File: config.mk
export PLATFORM = sky130hd
export DESIGN_NAME = t1pm_error_counters
export DESIGN_NICKNAME = d
export VERILOG_FILES = /design/src/t1pm_pkg.sv /design/src/t1pm_cnt_if.sv /design/src/t1pm_error_counters.sv /design/src/t1pm_sat_counter.sv
export SDC_FILE = /design/constraint.sdc
export NUM_CORES = 1
export LEC_CHECK = 0
export BUFFER_PORTS_ARGS = -buffer_cell sky130_fd_sc_hd__buf_2
export CORE_UTILIZATION = 30
export CTS_CLUSTER_DIAMETER = 60
export DETAILED_ROUTE_END_ITERATION = 12
export PLACE_DENSITY = 0.52
export SKIP_CTS_REPAIR_TIMING = 1
export SLEW_MARGIN = 0
export SYNTH_ARGS = -nofsm -noshare
export SYNTH_HDL_FRONTEND = slang
export SYNTH_SLANG_ARGS = --single-unit
File: constraint.sdc
create_clock -name ref_clk -period 1.7 [get_ports ref_clk]
set_input_delay 0.085 -clock ref_clk [delete_from_list [all_inputs] [get_ports ref_clk]]
set_output_delay 0.085 -clock ref_clk [all_outputs]
set_load 0.05 [all_outputs]
File: src/t1pm_pkg.sv
// Package holding offsets, widths, reset values and timing counts of the error counter block
package t1pm_pkg;

  // ------------------------------------------------------------
  // Register offsets on the parallel port
  // ------------------------------------------------------------
  localparam logic [7:0] ADDR_LCV_HIGH = 8'h23;
  localparam logic [7:0] ADDR_LCV_LOW = 8'h24;
  localparam logic [7:0] ADDR_SHARED_HIGH = 8'h25;
  localparam logic [7:0] ADDR_PCV_LOW = 8'h26;
  localparam logic [7:0] ADDR_MOS_LOW = 8'h27;
  localparam logic [7:0] ADDR_MASK_TWO = 8'h6F;

  // ------------------------------------------------------------
  // Field widths and reset values
  // ------------------------------------------------------------
  localparam int LCV_WIDTH = 16;
  localparam int PCV_WIDTH = 12;
  localparam int MOS_WIDTH = 12;
  localparam logic [7:0] MASK_TWO_RESET = 8'h00;
  localparam logic [7:0] UNMAPPED_READ = 8'h00;

  // ------------------------------------------------------------
  // Timing: the clock, one millisecond and the update intervals
  // ------------------------------------------------------------
  localparam int CLK_PERIOD_NS = 8;
  localparam int MS_PERIOD_NS = 1000000;
  localparam int MS_CYCLES = MS_PERIOD_NS / CLK_PERIOD_NS;
  localparam int SEC_SHORT_MS = 999;
  localparam int SEC_LONG_MS = 1002;
  localparam int FAST_INTERVAL_MS = 42;

  // Phase within the three-second pattern of the one-second timer
  typedef enum logic [1:0] {sec_first, sec_second, sec_third} t1pm_phase_e;

endpackage : t1pm_pkg

File: src/t1pm_cnt_if.sv
// Interface between the error counter block and one saturating counter
`timescale 1ns/100ps
interface t1pm_cnt_if #(parameter int W = 16) (input wire logic ref_clk, input wire logic rst_n);
  logic inc;
  logic latch;
  logic [W-1:0] held;
  logic [W-1:0] acc;

  modport ctr (input ref_clk, input rst_n, input inc, input latch, output held, output acc);
  modport user (output inc, output latch, input held, input acc);
endinterface : t1pm_cnt_if

File: src/t1pm_error_counters.sv
// Performance error counters of one T1 framer with their host registers
// Operation
// - Refresh counts each one-second tick, or every 42 ms when interval_select set.
// - At each boundary the finished interval's count moves into readable registers.
// - Counters stop at their maximum and never wrap.
// - Line violation count is 16 bits, high byte at 23h, low at 24h.
// - Count bipolar violations plus 16- or 8-zero runs; substitution words never.
// - Line violation counter keeps counting during loss of sync.
// - In extended superframe the path counter counts CRC6 errors, 12 bits.
// - In superframe count Ft errors, plus Fs errors when enabled.
// - Path counter counts nothing while sync is lost.
// - Path bits 11..8 in low nibble of 25h, bits 7..0 at 26h.
// - Out-of-sync bits 11..8 in high nibble of 25h, bits 7..0 at 27h.
// - Mode 1 counts out-of-sync multiframes, only during loss of sync.
// - Mode 0 counts Ft or FPS pattern errors, halted during loss of sync.
// - Mask register two enables each of eight events with a one bit.
// - One-second ticks are spaced 999, 999 and 1002 ms, repeating.
// - Loss of sync is true whenever the framer is not synchronized.
`timescale 1ns/100ps
module t1pm_error_counters
  import t1pm_pkg::*;
#(
  parameter int MS_CYCLES_P = MS_CYCLES
) (
  input wire logic ref_clk,
  input wire logic rst_n,
  input wire logic [7:0] bus_addr,
  input wire logic [7:0] bus_wr_data,
  input wire logic bus_rd,
  input wire logic bus_wr,
  output logic [7:0] rd_data,
  input wire logic interval_select,
  input wire logic zero_substitution_enable,
  input wire logic extended_superframe_select,
  input wire logic count_zero_runs_enable,
  input wire logic count_fs_errors_enable,
  input wire logic oos_count_mode_select,
  input wire logic rx_sync_lost,
  input wire logic bpv_event,
  input wire logic substitution_word_event,
  input wire logic zero_run16_event,
  input wire logic zero_run8_event,
  input wire logic crc6_error_event,
  input wire logic ft_error_event,
  input wire logic fs_error_event,
  input wire logic fps_error_event,
  input wire logic rx_multiframe_event,
  input wire logic [7:0] status_two,
  output logic one_second_tick,
  output logic update_strobe,
  output logic irq_n
);

  localparam int MS_W = $clog2(MS_CYCLES_P + 1);
  localparam logic [MS_W-1:0] MS_LAST = MS_W'(MS_CYCLES_P - 1);
  localparam logic [9:0] SEC_SHORT_LAST = 10'(SEC_SHORT_MS - 1);
  localparam logic [9:0] SEC_LONG_LAST = 10'(SEC_LONG_MS - 1);
  localparam logic [5:0] FAST_LAST = 6'(FAST_INTERVAL_MS - 1);

  // ------------------------------------------------------------
  // Interval timer
  // ------------------------------------------------------------
  logic [MS_W-1:0] ms_cnt_r;
  logic [MS_W-1:0] ms_cnt_nxt;
  logic [9:0] sec_ms_r;
  logic [9:0] sec_ms_nxt;
  logic [5:0] fast_ms_r;
  logic [5:0] fast_ms_nxt;
  t1pm_phase_e phase_r;
  t1pm_phase_e phase_nxt;
  logic sec_tick_r;
  logic sec_tick_nxt;
  logic update_r;
  logic update_nxt;
  logic ms_tick;
  logic fast_tick;
  logic sec_tick;
  logic [9:0] sec_last;

  // Millisecond prescaler, then the 999/999/1002 ms pattern and the 42 ms interval
  always_comb begin
    ms_tick = (ms_cnt_r == MS_LAST);
    ms_cnt_nxt = ms_tick ? '0 : ms_cnt_r + MS_W'(1);
    case (phase_r)
      sec_third: sec_last = SEC_LONG_LAST;
      default: sec_last = SEC_SHORT_LAST;
    endcase
    sec_tick = ms_tick && (sec_ms_r == sec_last);
    fast_tick = ms_tick && (fast_ms_r == FAST_LAST);
    sec_ms_nxt = sec_ms_r;
    fast_ms_nxt = fast_ms_r;
    phase_nxt = phase_r;
    if (ms_tick) begin
      sec_ms_nxt = sec_tick ? '0 : sec_ms_r + 10'd1;
      fast_ms_nxt = fast_tick ? '0 : fast_ms_r + 6'd1;
    end
    if (sec_tick) begin
      case (phase_r)
        sec_first: phase_nxt = sec_second;
        sec_second: phase_nxt = sec_third;
        default: phase_nxt = sec_first;
      endcase
    end
    sec_tick_nxt = sec_tick;
    update_nxt = interval_select ? fast_tick : sec_tick;
  end

  always_ff @(posedge ref_clk) begin
    if (!rst_n) begin
      ms_cnt_r <= '0;
      sec_ms_r <= '0;
      fast_ms_r <= '0;
      phase_r <= sec_first;
      sec_tick_r <= 1'b0;
      update_r <= 1'b0;
    end else begin
      ms_cnt_r <= ms_cnt_nxt;
      sec_ms_r <= sec_ms_nxt;
      fast_ms_r <= fast_ms_nxt;
      phase_r <= phase_nxt;
      sec_tick_r <= sec_tick_nxt;
      update_r <= update_nxt;
    end
  end

  // ------------------------------------------------------------
  // Event qualification
  // ------------------------------------------------------------
  t1pm_cnt_if #(.W(LCV_WIDTH)) lcv_if (.ref_clk(ref_clk), .rst_n(rst_n));
  t1pm_cnt_if #(.W(PCV_WIDTH)) pcv_if (.ref_clk(ref_clk), .rst_n(rst_n));
  t1pm_cnt_if #(.W(MOS_WIDTH)) mos_if (.ref_clk(ref_clk), .rst_n(rst_n));

  logic bpv_counted;
  logic zero_run_counted;

  // Line violations ignore sync state; path counts stop while sync is lost
  always_comb begin
    bpv_counted = bpv_event && !(zero_substitution_enable && substitution_word_event);
    zero_run_counted = count_zero_runs_enable &&
      (zero_substitution_enable ? zero_run8_event : zero_run16_event);
    lcv_if.inc = bpv_counted || zero_run_counted;
    pcv_if.inc = !rx_sync_lost && (extended_superframe_select ? crc6_error_event :
      (ft_error_event || (count_fs_errors_enable && fs_error_event)));
    if (oos_count_mode_select) begin
      mos_if.inc = rx_multiframe_event && rx_sync_lost;
    end else begin
      mos_if.inc = !rx_sync_lost &&
        (extended_superframe_select ? fps_error_event : ft_error_event);
    end
    lcv_if.latch = update_r;
    pcv_if.latch = update_r;
    mos_if.latch = update_r;
  end

  t1pm_sat_counter #(.WIDTH(LCV_WIDTH)) u_line_violation_counter (.cif(lcv_if));
  t1pm_sat_counter #(.WIDTH(PCV_WIDTH)) u_path_violation_counter (.cif(pcv_if));
  t1pm_sat_counter #(.WIDTH(MOS_WIDTH)) u_out_of_sync_counter (.cif(mos_if));

  // ------------------------------------------------------------
  // Host registers and interrupt
  // ------------------------------------------------------------
  logic [7:0] mask_two_r;
  logic [7:0] mask_two_nxt;
  logic [7:0] rd_data_r;
  logic [7:0] rd_data_nxt;
  logic irq_n_r;
  logic irq_n_nxt;

  // Read decode returns the held counts; only the mask is writable
  always_comb begin
    mask_two_nxt = mask_two_r;
    if (bus_wr && (bus_addr == ADDR_MASK_TWO)) begin
      mask_two_nxt = bus_wr_data;
    end
    rd_data_nxt = rd_data_r;
    if (bus_rd) begin
      if (bus_addr == ADDR_LCV_HIGH) begin
        rd_data_nxt = lcv_if.held[15:8];
      end else if (bus_addr == ADDR_LCV_LOW) begin
        rd_data_nxt = lcv_if.held[7:0];
      end else if (bus_addr == ADDR_SHARED_HIGH) begin
        rd_data_nxt = {mos_if.held[11:8], pcv_if.held[11:8]};
      end else if (bus_addr == ADDR_PCV_LOW) begin
        rd_data_nxt = pcv_if.held[7:0];
      end else if (bus_addr == ADDR_MOS_LOW) begin
        rd_data_nxt = mos_if.held[7:0];
      end else if (bus_addr == ADDR_MASK_TWO) begin
        rd_data_nxt = mask_two_r;
      end else begin
        rd_data_nxt = UNMAPPED_READ;
      end
    end
    irq_n_nxt = ~|(status_two & mask_two_r);
  end

  always_ff @(posedge ref_clk) begin
    if (!rst_n) begin
      mask_two_r <= MASK_TWO_RESET;
      rd_data_r <= UNMAPPED_READ;
      irq_n_r <= 1'b1;
    end else begin
      mask_two_r <= mask_two_nxt;
      rd_data_r <= rd_data_nxt;
      irq_n_r <= irq_n_nxt;
    end
  end

  // Outputs straight from flip-flops
  assign rd_data = rd_data_r;
  assign one_second_tick = sec_tick_r;
  assign update_strobe = update_r;
  assign irq_n = irq_n_r;
endmodule : t1pm_error_counters

File: src/t1pm_sat_counter.sv
// Saturating interval counter with a held copy of the last finished interval
`timescale 1ns/100ps
module t1pm_sat_counter
  import t1pm_pkg::*;
#(
  parameter int WIDTH = 16
) (
  t1pm_cnt_if.ctr cif
);

  localparam logic [WIDTH-1:0] MAX_COUNT = {WIDTH{1'b1}};
  localparam logic [WIDTH-1:0] ONE = {{(WIDTH-1){1'b0}}, 1'b1};

  logic [WIDTH-1:0] acc_r;
  logic [WIDTH-1:0] acc_nxt;
  logic [WIDTH-1:0] held_r;
  logic [WIDTH-1:0] held_nxt;

  // ------------------------------------------------------------
  // Accumulate and hand over at the boundary
  // ------------------------------------------------------------
  // An event in the boundary cycle belongs to the new interval
  always_comb begin
    held_nxt = held_r;
    acc_nxt = acc_r;
    if (cif.latch) begin
      held_nxt = acc_r;
      acc_nxt = cif.inc ? ONE : '0;
    end else if (cif.inc && (acc_r != MAX_COUNT)) begin
      acc_nxt = acc_r + ONE;
    end
  end

  always_ff @(posedge cif.ref_clk) begin
    if (!cif.rst_n) begin
      acc_r <= '0;
      held_r <= '0;
    end else begin
      acc_r <= acc_nxt;
      held_r <= held_nxt;
    end
  end

  assign cif.held = held_r;
  assign cif.acc = acc_r;
endmodule : t1pm_sat_counter

==> results.txt <==
----------------------------------------------------
[Outcome]
  Result of the run ... complete, but fails checks
  Violated checks ... setup timing

[Synth]
  Post-Syn Area per Cell ... 8.83 sq um
  Fraction of the yosys area taken by sequential cells ... 43.1%
  Nets in the synthesized netlist ... 756
  Synthesized flop and latch total ... 134
  Number of enable-type register cells in the synthesized netlist ... 0
  Library cell with the largest summed area after synthesis ... sky130_fd_sc_hd__dfxtp_1
  Leading cell types by total area after synthesis ... sky130_fd_sc_hd__dfxtp_1, sky130_fd_sc_hd__mux2i_1, sky130_fd_sc_hd__nor2_1
  Most used flip-flop cell after synthesis ... sky130_fd_sc_hd__dfxtp_1
  Async set or reset register ratio after synthesis ... 0%
  Synth Cell Area ... 0.00622 sq mm
  Cell count after synthesis ... 705
  Post-synth top area share ... 43.1%
  Yosys warnings ... 0
  Synth unique cells ... 60

[Placed design]
  Gp weighted congestion ... 0.824
  Port-buffer cells ... 54
  Placed inst area ... 0.00736 sq mm
  Worst slack, placed ... -77.8 ps
  Number of cells after detailed placement ... 1,078
  Sum of net half-perimeters after detailed placement ... 11.4 mm

[Clock network]
  CTS clock-pin slew for the worst setup and hold paths ... 60 ps
  Number of H-tree branching levels ... 4
  Clk_lat worst skew ... 420 ps
  TritonCTS clock tree ... yes
  CTS max path bufs ... 2
  Num Clock Sinks ... 134
  CTS Root Cell ... sky130_fd_sc_hd__clkbuf_16
  Number of buffers created by CTS ... 17

[Worst setup path]
  Data arrival, critical path ... 2040 ps
  Critical setup path kind ... register to register
  Maximum fanout count along the critical path ... 6
  Stages on worst setup path ... 6
  CP max stage delay ... 420 ps
  Count of cells along the worst register-to-register path ... 6
  Top Family by Delay on Critical Path ... simple AND/OR/NAND/NOR gates
  Number of buffers and inverters on the critical path ... 1
  Required time at the endpoint of the critical path ... 2000 ps
  List of cells traversed by the critical path ... nand4_1 > or3b_4 > a2111oi_4 > buf_6 > mux2i_1 > nor2_1
  Kind of start point of the critical path ... register
  Setup crit end kind ... register
  Critical-path top delay cell ... sky130_fd_sc_hd__or3b_4

[Timing]
  Worst Max-Slew Pin Slew ... 692 ps
  Share of the clock period used by the worst path ... 102%
  Pins Over Slew Limit ... 0
  RSZ-0062 raised after global routing ... true
  Final hold violation count ... 0
  Final Setup Violations ... 2
  Clock tree skew after final layout ... 7.06 ps
  Final critical path time including I/O delays and setup ... 1740 ps
  Achievable clock frequency ... 0.574 GHz
  Worst hold margin ... 18.8 ps
  Post-route setup slack ... -40.8 ps
  Worst relative slew slack ... 53.5%

[Power and ir drop]
  Tot Pwr ... 7.43 mW
  Pleak ... 3.10 nW
  Max IR drop VDD ... 0.000702 V
  Power per cell area ... 890 mW/mm^2

[Final layout]
  Fill cell count ... 2,051
  Final net count ... 897
  Register cell area after layout ... 0.00270 sq mm
  Proportion of layout cells with a drive suffix above 1 ... 27.4%
  Commonest cells after routing, fill and taps aside ... sky130_fd_sc_hd__nor2_1, sky130_fd_sc_hd__dfxtp_1, sky130_fd_sc_hd__buf_4
  Diode count ... 0
  Commonest non-fill, non-tap cell in the layout ... sky130_fd_sc_hd__nor2_1
  Area added between synthesis and finish ... 34.3%
  Non-Filler Instances ... 1,129
  Area used by multi-input combinational logic ... 0.00354 sq mm
  Layout Cell Area excl Fill ... 0.00836 sq mm

[Routing]
  Remaining design rule violation count ... 0
  Number of design-rule violations left by the first detailed-router iteration ... 385
  Per-cell routed wire length ... 14.4 um
  Number of nets with antenna violations after detailed routing ... 0
  Pre-Repair DR Iteration Count ... 5
  Total Routed Length ... 16.3 mm
  Number of vias after detailed routing ... 5,453
  Vias/cell ... 4.83

[Floorplan]
  Total die area ... 0.0213 sq mm
  Die X-Extent ... 146 um
  Initial core utilization ... 30.7%
  Placement Rows ... 52
  Placeable core region ... 0.0203 sq mm
  Die Ht ... 146 um
  Number of I/O pins ... 55

[Global routing]
  Total Routing Usage GR ... 15.3%
  Pin count of the biggest net entering global routing ... 45
  Via count of the first global-routing pass ... 5,056
  Number of antenna violations at the first check in global routing ... 0
  Global route total overflow ... 0
  Wire length of the first global-routing pass ... 26.1 mm

[Min path]
  Class of the tightest hold or removal check ... primary input to register
  Worst Hold Path Cells ... 3

[Run]
  Max Cap Violations ... 0

----------------------------------------------------
-- final timing paths --
check	from	endpoint	slack (ps)
max	sec_ms_r[8]	phase_r[1]	-40
min	status_two[5]	irq_n	20
max reg2reg	sec_ms_r[8]	phase_r[1]	-40
min reg2reg	fast_ms_r[5]	fast_ms_r[5]	480
-- metal layers --
layer / GRT usage [%] / vias to the layer above / routed length (um)
met3: 2.75 / 18 / 461
met5: 0 / - / 0
met4: 5.94 / 0 / 205
met1: 21.5 / 2533 / 8520
met2: 23.2 / 74 / 7090
li1: - / 2828 / -
-- flip-flops by register name (all words and copies together), names as in the netlist --
signal	cells
ms_cnt_r	17
u_line_violation_counter.cif.acc	16
u_line_violation_counter.cif.held	16
u_out_of_sync_counter.cif.acc	12
u_out_of_sync_counter.cif.held	12
u_path_violation_counter.cif.acc	12
u_path_violation_counter.cif.held	12
sec_ms_r	10
mask_two_r	8
rd_data	8
fast_ms_r	6
phase_r	2
irq_n	1
one_second_tick	1
update_strobe	1
-- cell usage after synthesis (7+ instances only) --
| cell | number |
|---|---|
| sky130_fd_sc_hd__a21oi_1 | 39 |
| sky130_fd_sc_hd__and3_1 | 8 |
| sky130_fd_sc_hd__and4_1 | 8 |
| sky130_fd_sc_hd__clkbuf_1 | 22 |
| sky130_fd_sc_hd__dfxtp_1 | 134 |
| sky130_fd_sc_hd__ha_1 | 7 |
| sky130_fd_sc_hd__inv_1 | 7 |
| sky130_fd_sc_hd__mux2i_1 | 56 |
| sky130_fd_sc_hd__nand2_1 | 39 |
| sky130_fd_sc_hd__nand3_1 | 37 |
| sky130_fd_sc_hd__nand4_1 | 21 |
| sky130_fd_sc_hd__nor2_1 | 123 |
| sky130_fd_sc_hd__nor3_1 | 19 |
| sky130_fd_sc_hd__nor4_1 | 9 |
| sky130_fd_sc_hd__o21ai_0 | 16 |
| sky130_fd_sc_hd__o32ai_1 | 8 |
| sky130_fd_sc_hd__or3_1 | 11 |
| sky130_fd_sc_hd__xnor2_1 | 17 |
| sky130_fd_sc_hd__xor2_1 | 32 |
-- stage by stage --
step / TNS (ps) / util [%]
4_1_cts: -693 / 39.3
5_1_grt: -976 / 41.2
3_3_place_gp: -266 / 36.3
6_report: -77.8 / 41.2
2_1_floorplan: 0 / -
3_5_place_dp: -523 / 36.3
-- where the power goes --
group | internal [mW] | switching, mW | leakage [nW]
Clock | 2.49 | 1.42 | 0.299
Sequential | 3.16 | 0.0176 | 1.09
Combinational | 0.152 | 0.200 | 1.71
-- cells by family (layout without fill, tap and decap cells) --
group                    Yosys count  in the layout  share of synthesized area (%)
AND/OR/NAND/NOR                  316            316                           25.7
buffers and inverters             42            196                           2.77
flip-flops                       134            134                           43.1
multiplexers                      56             56                           9.01
adder cells (fa/ha/maj)            7              7                           1.41
AO/OA/AOI/OAI                    101            101                           11.1
XOR/XNOR                          49             49                           6.90
-- tightest hold or removal path: stages --
cell	delay, ps
sky130_fd_sc_hd__buf_2	80
sky130_fd_sc_hd__a22oi_1	50
sky130_fd_sc_hd__a41o_1	170
-- final cells by class --
class / count / area share (%)
well taps: 270 / 4.04
flip-flops and latches: 134 / 32.3
inverters: 8 / 0.359
repair buffers: 156 / 13.5
clock buffers: 19 / 5.30
clock inverters: 13 / 2.16
multi-input cells: 529 / 42.4
(Power assumes the default switching activity.)
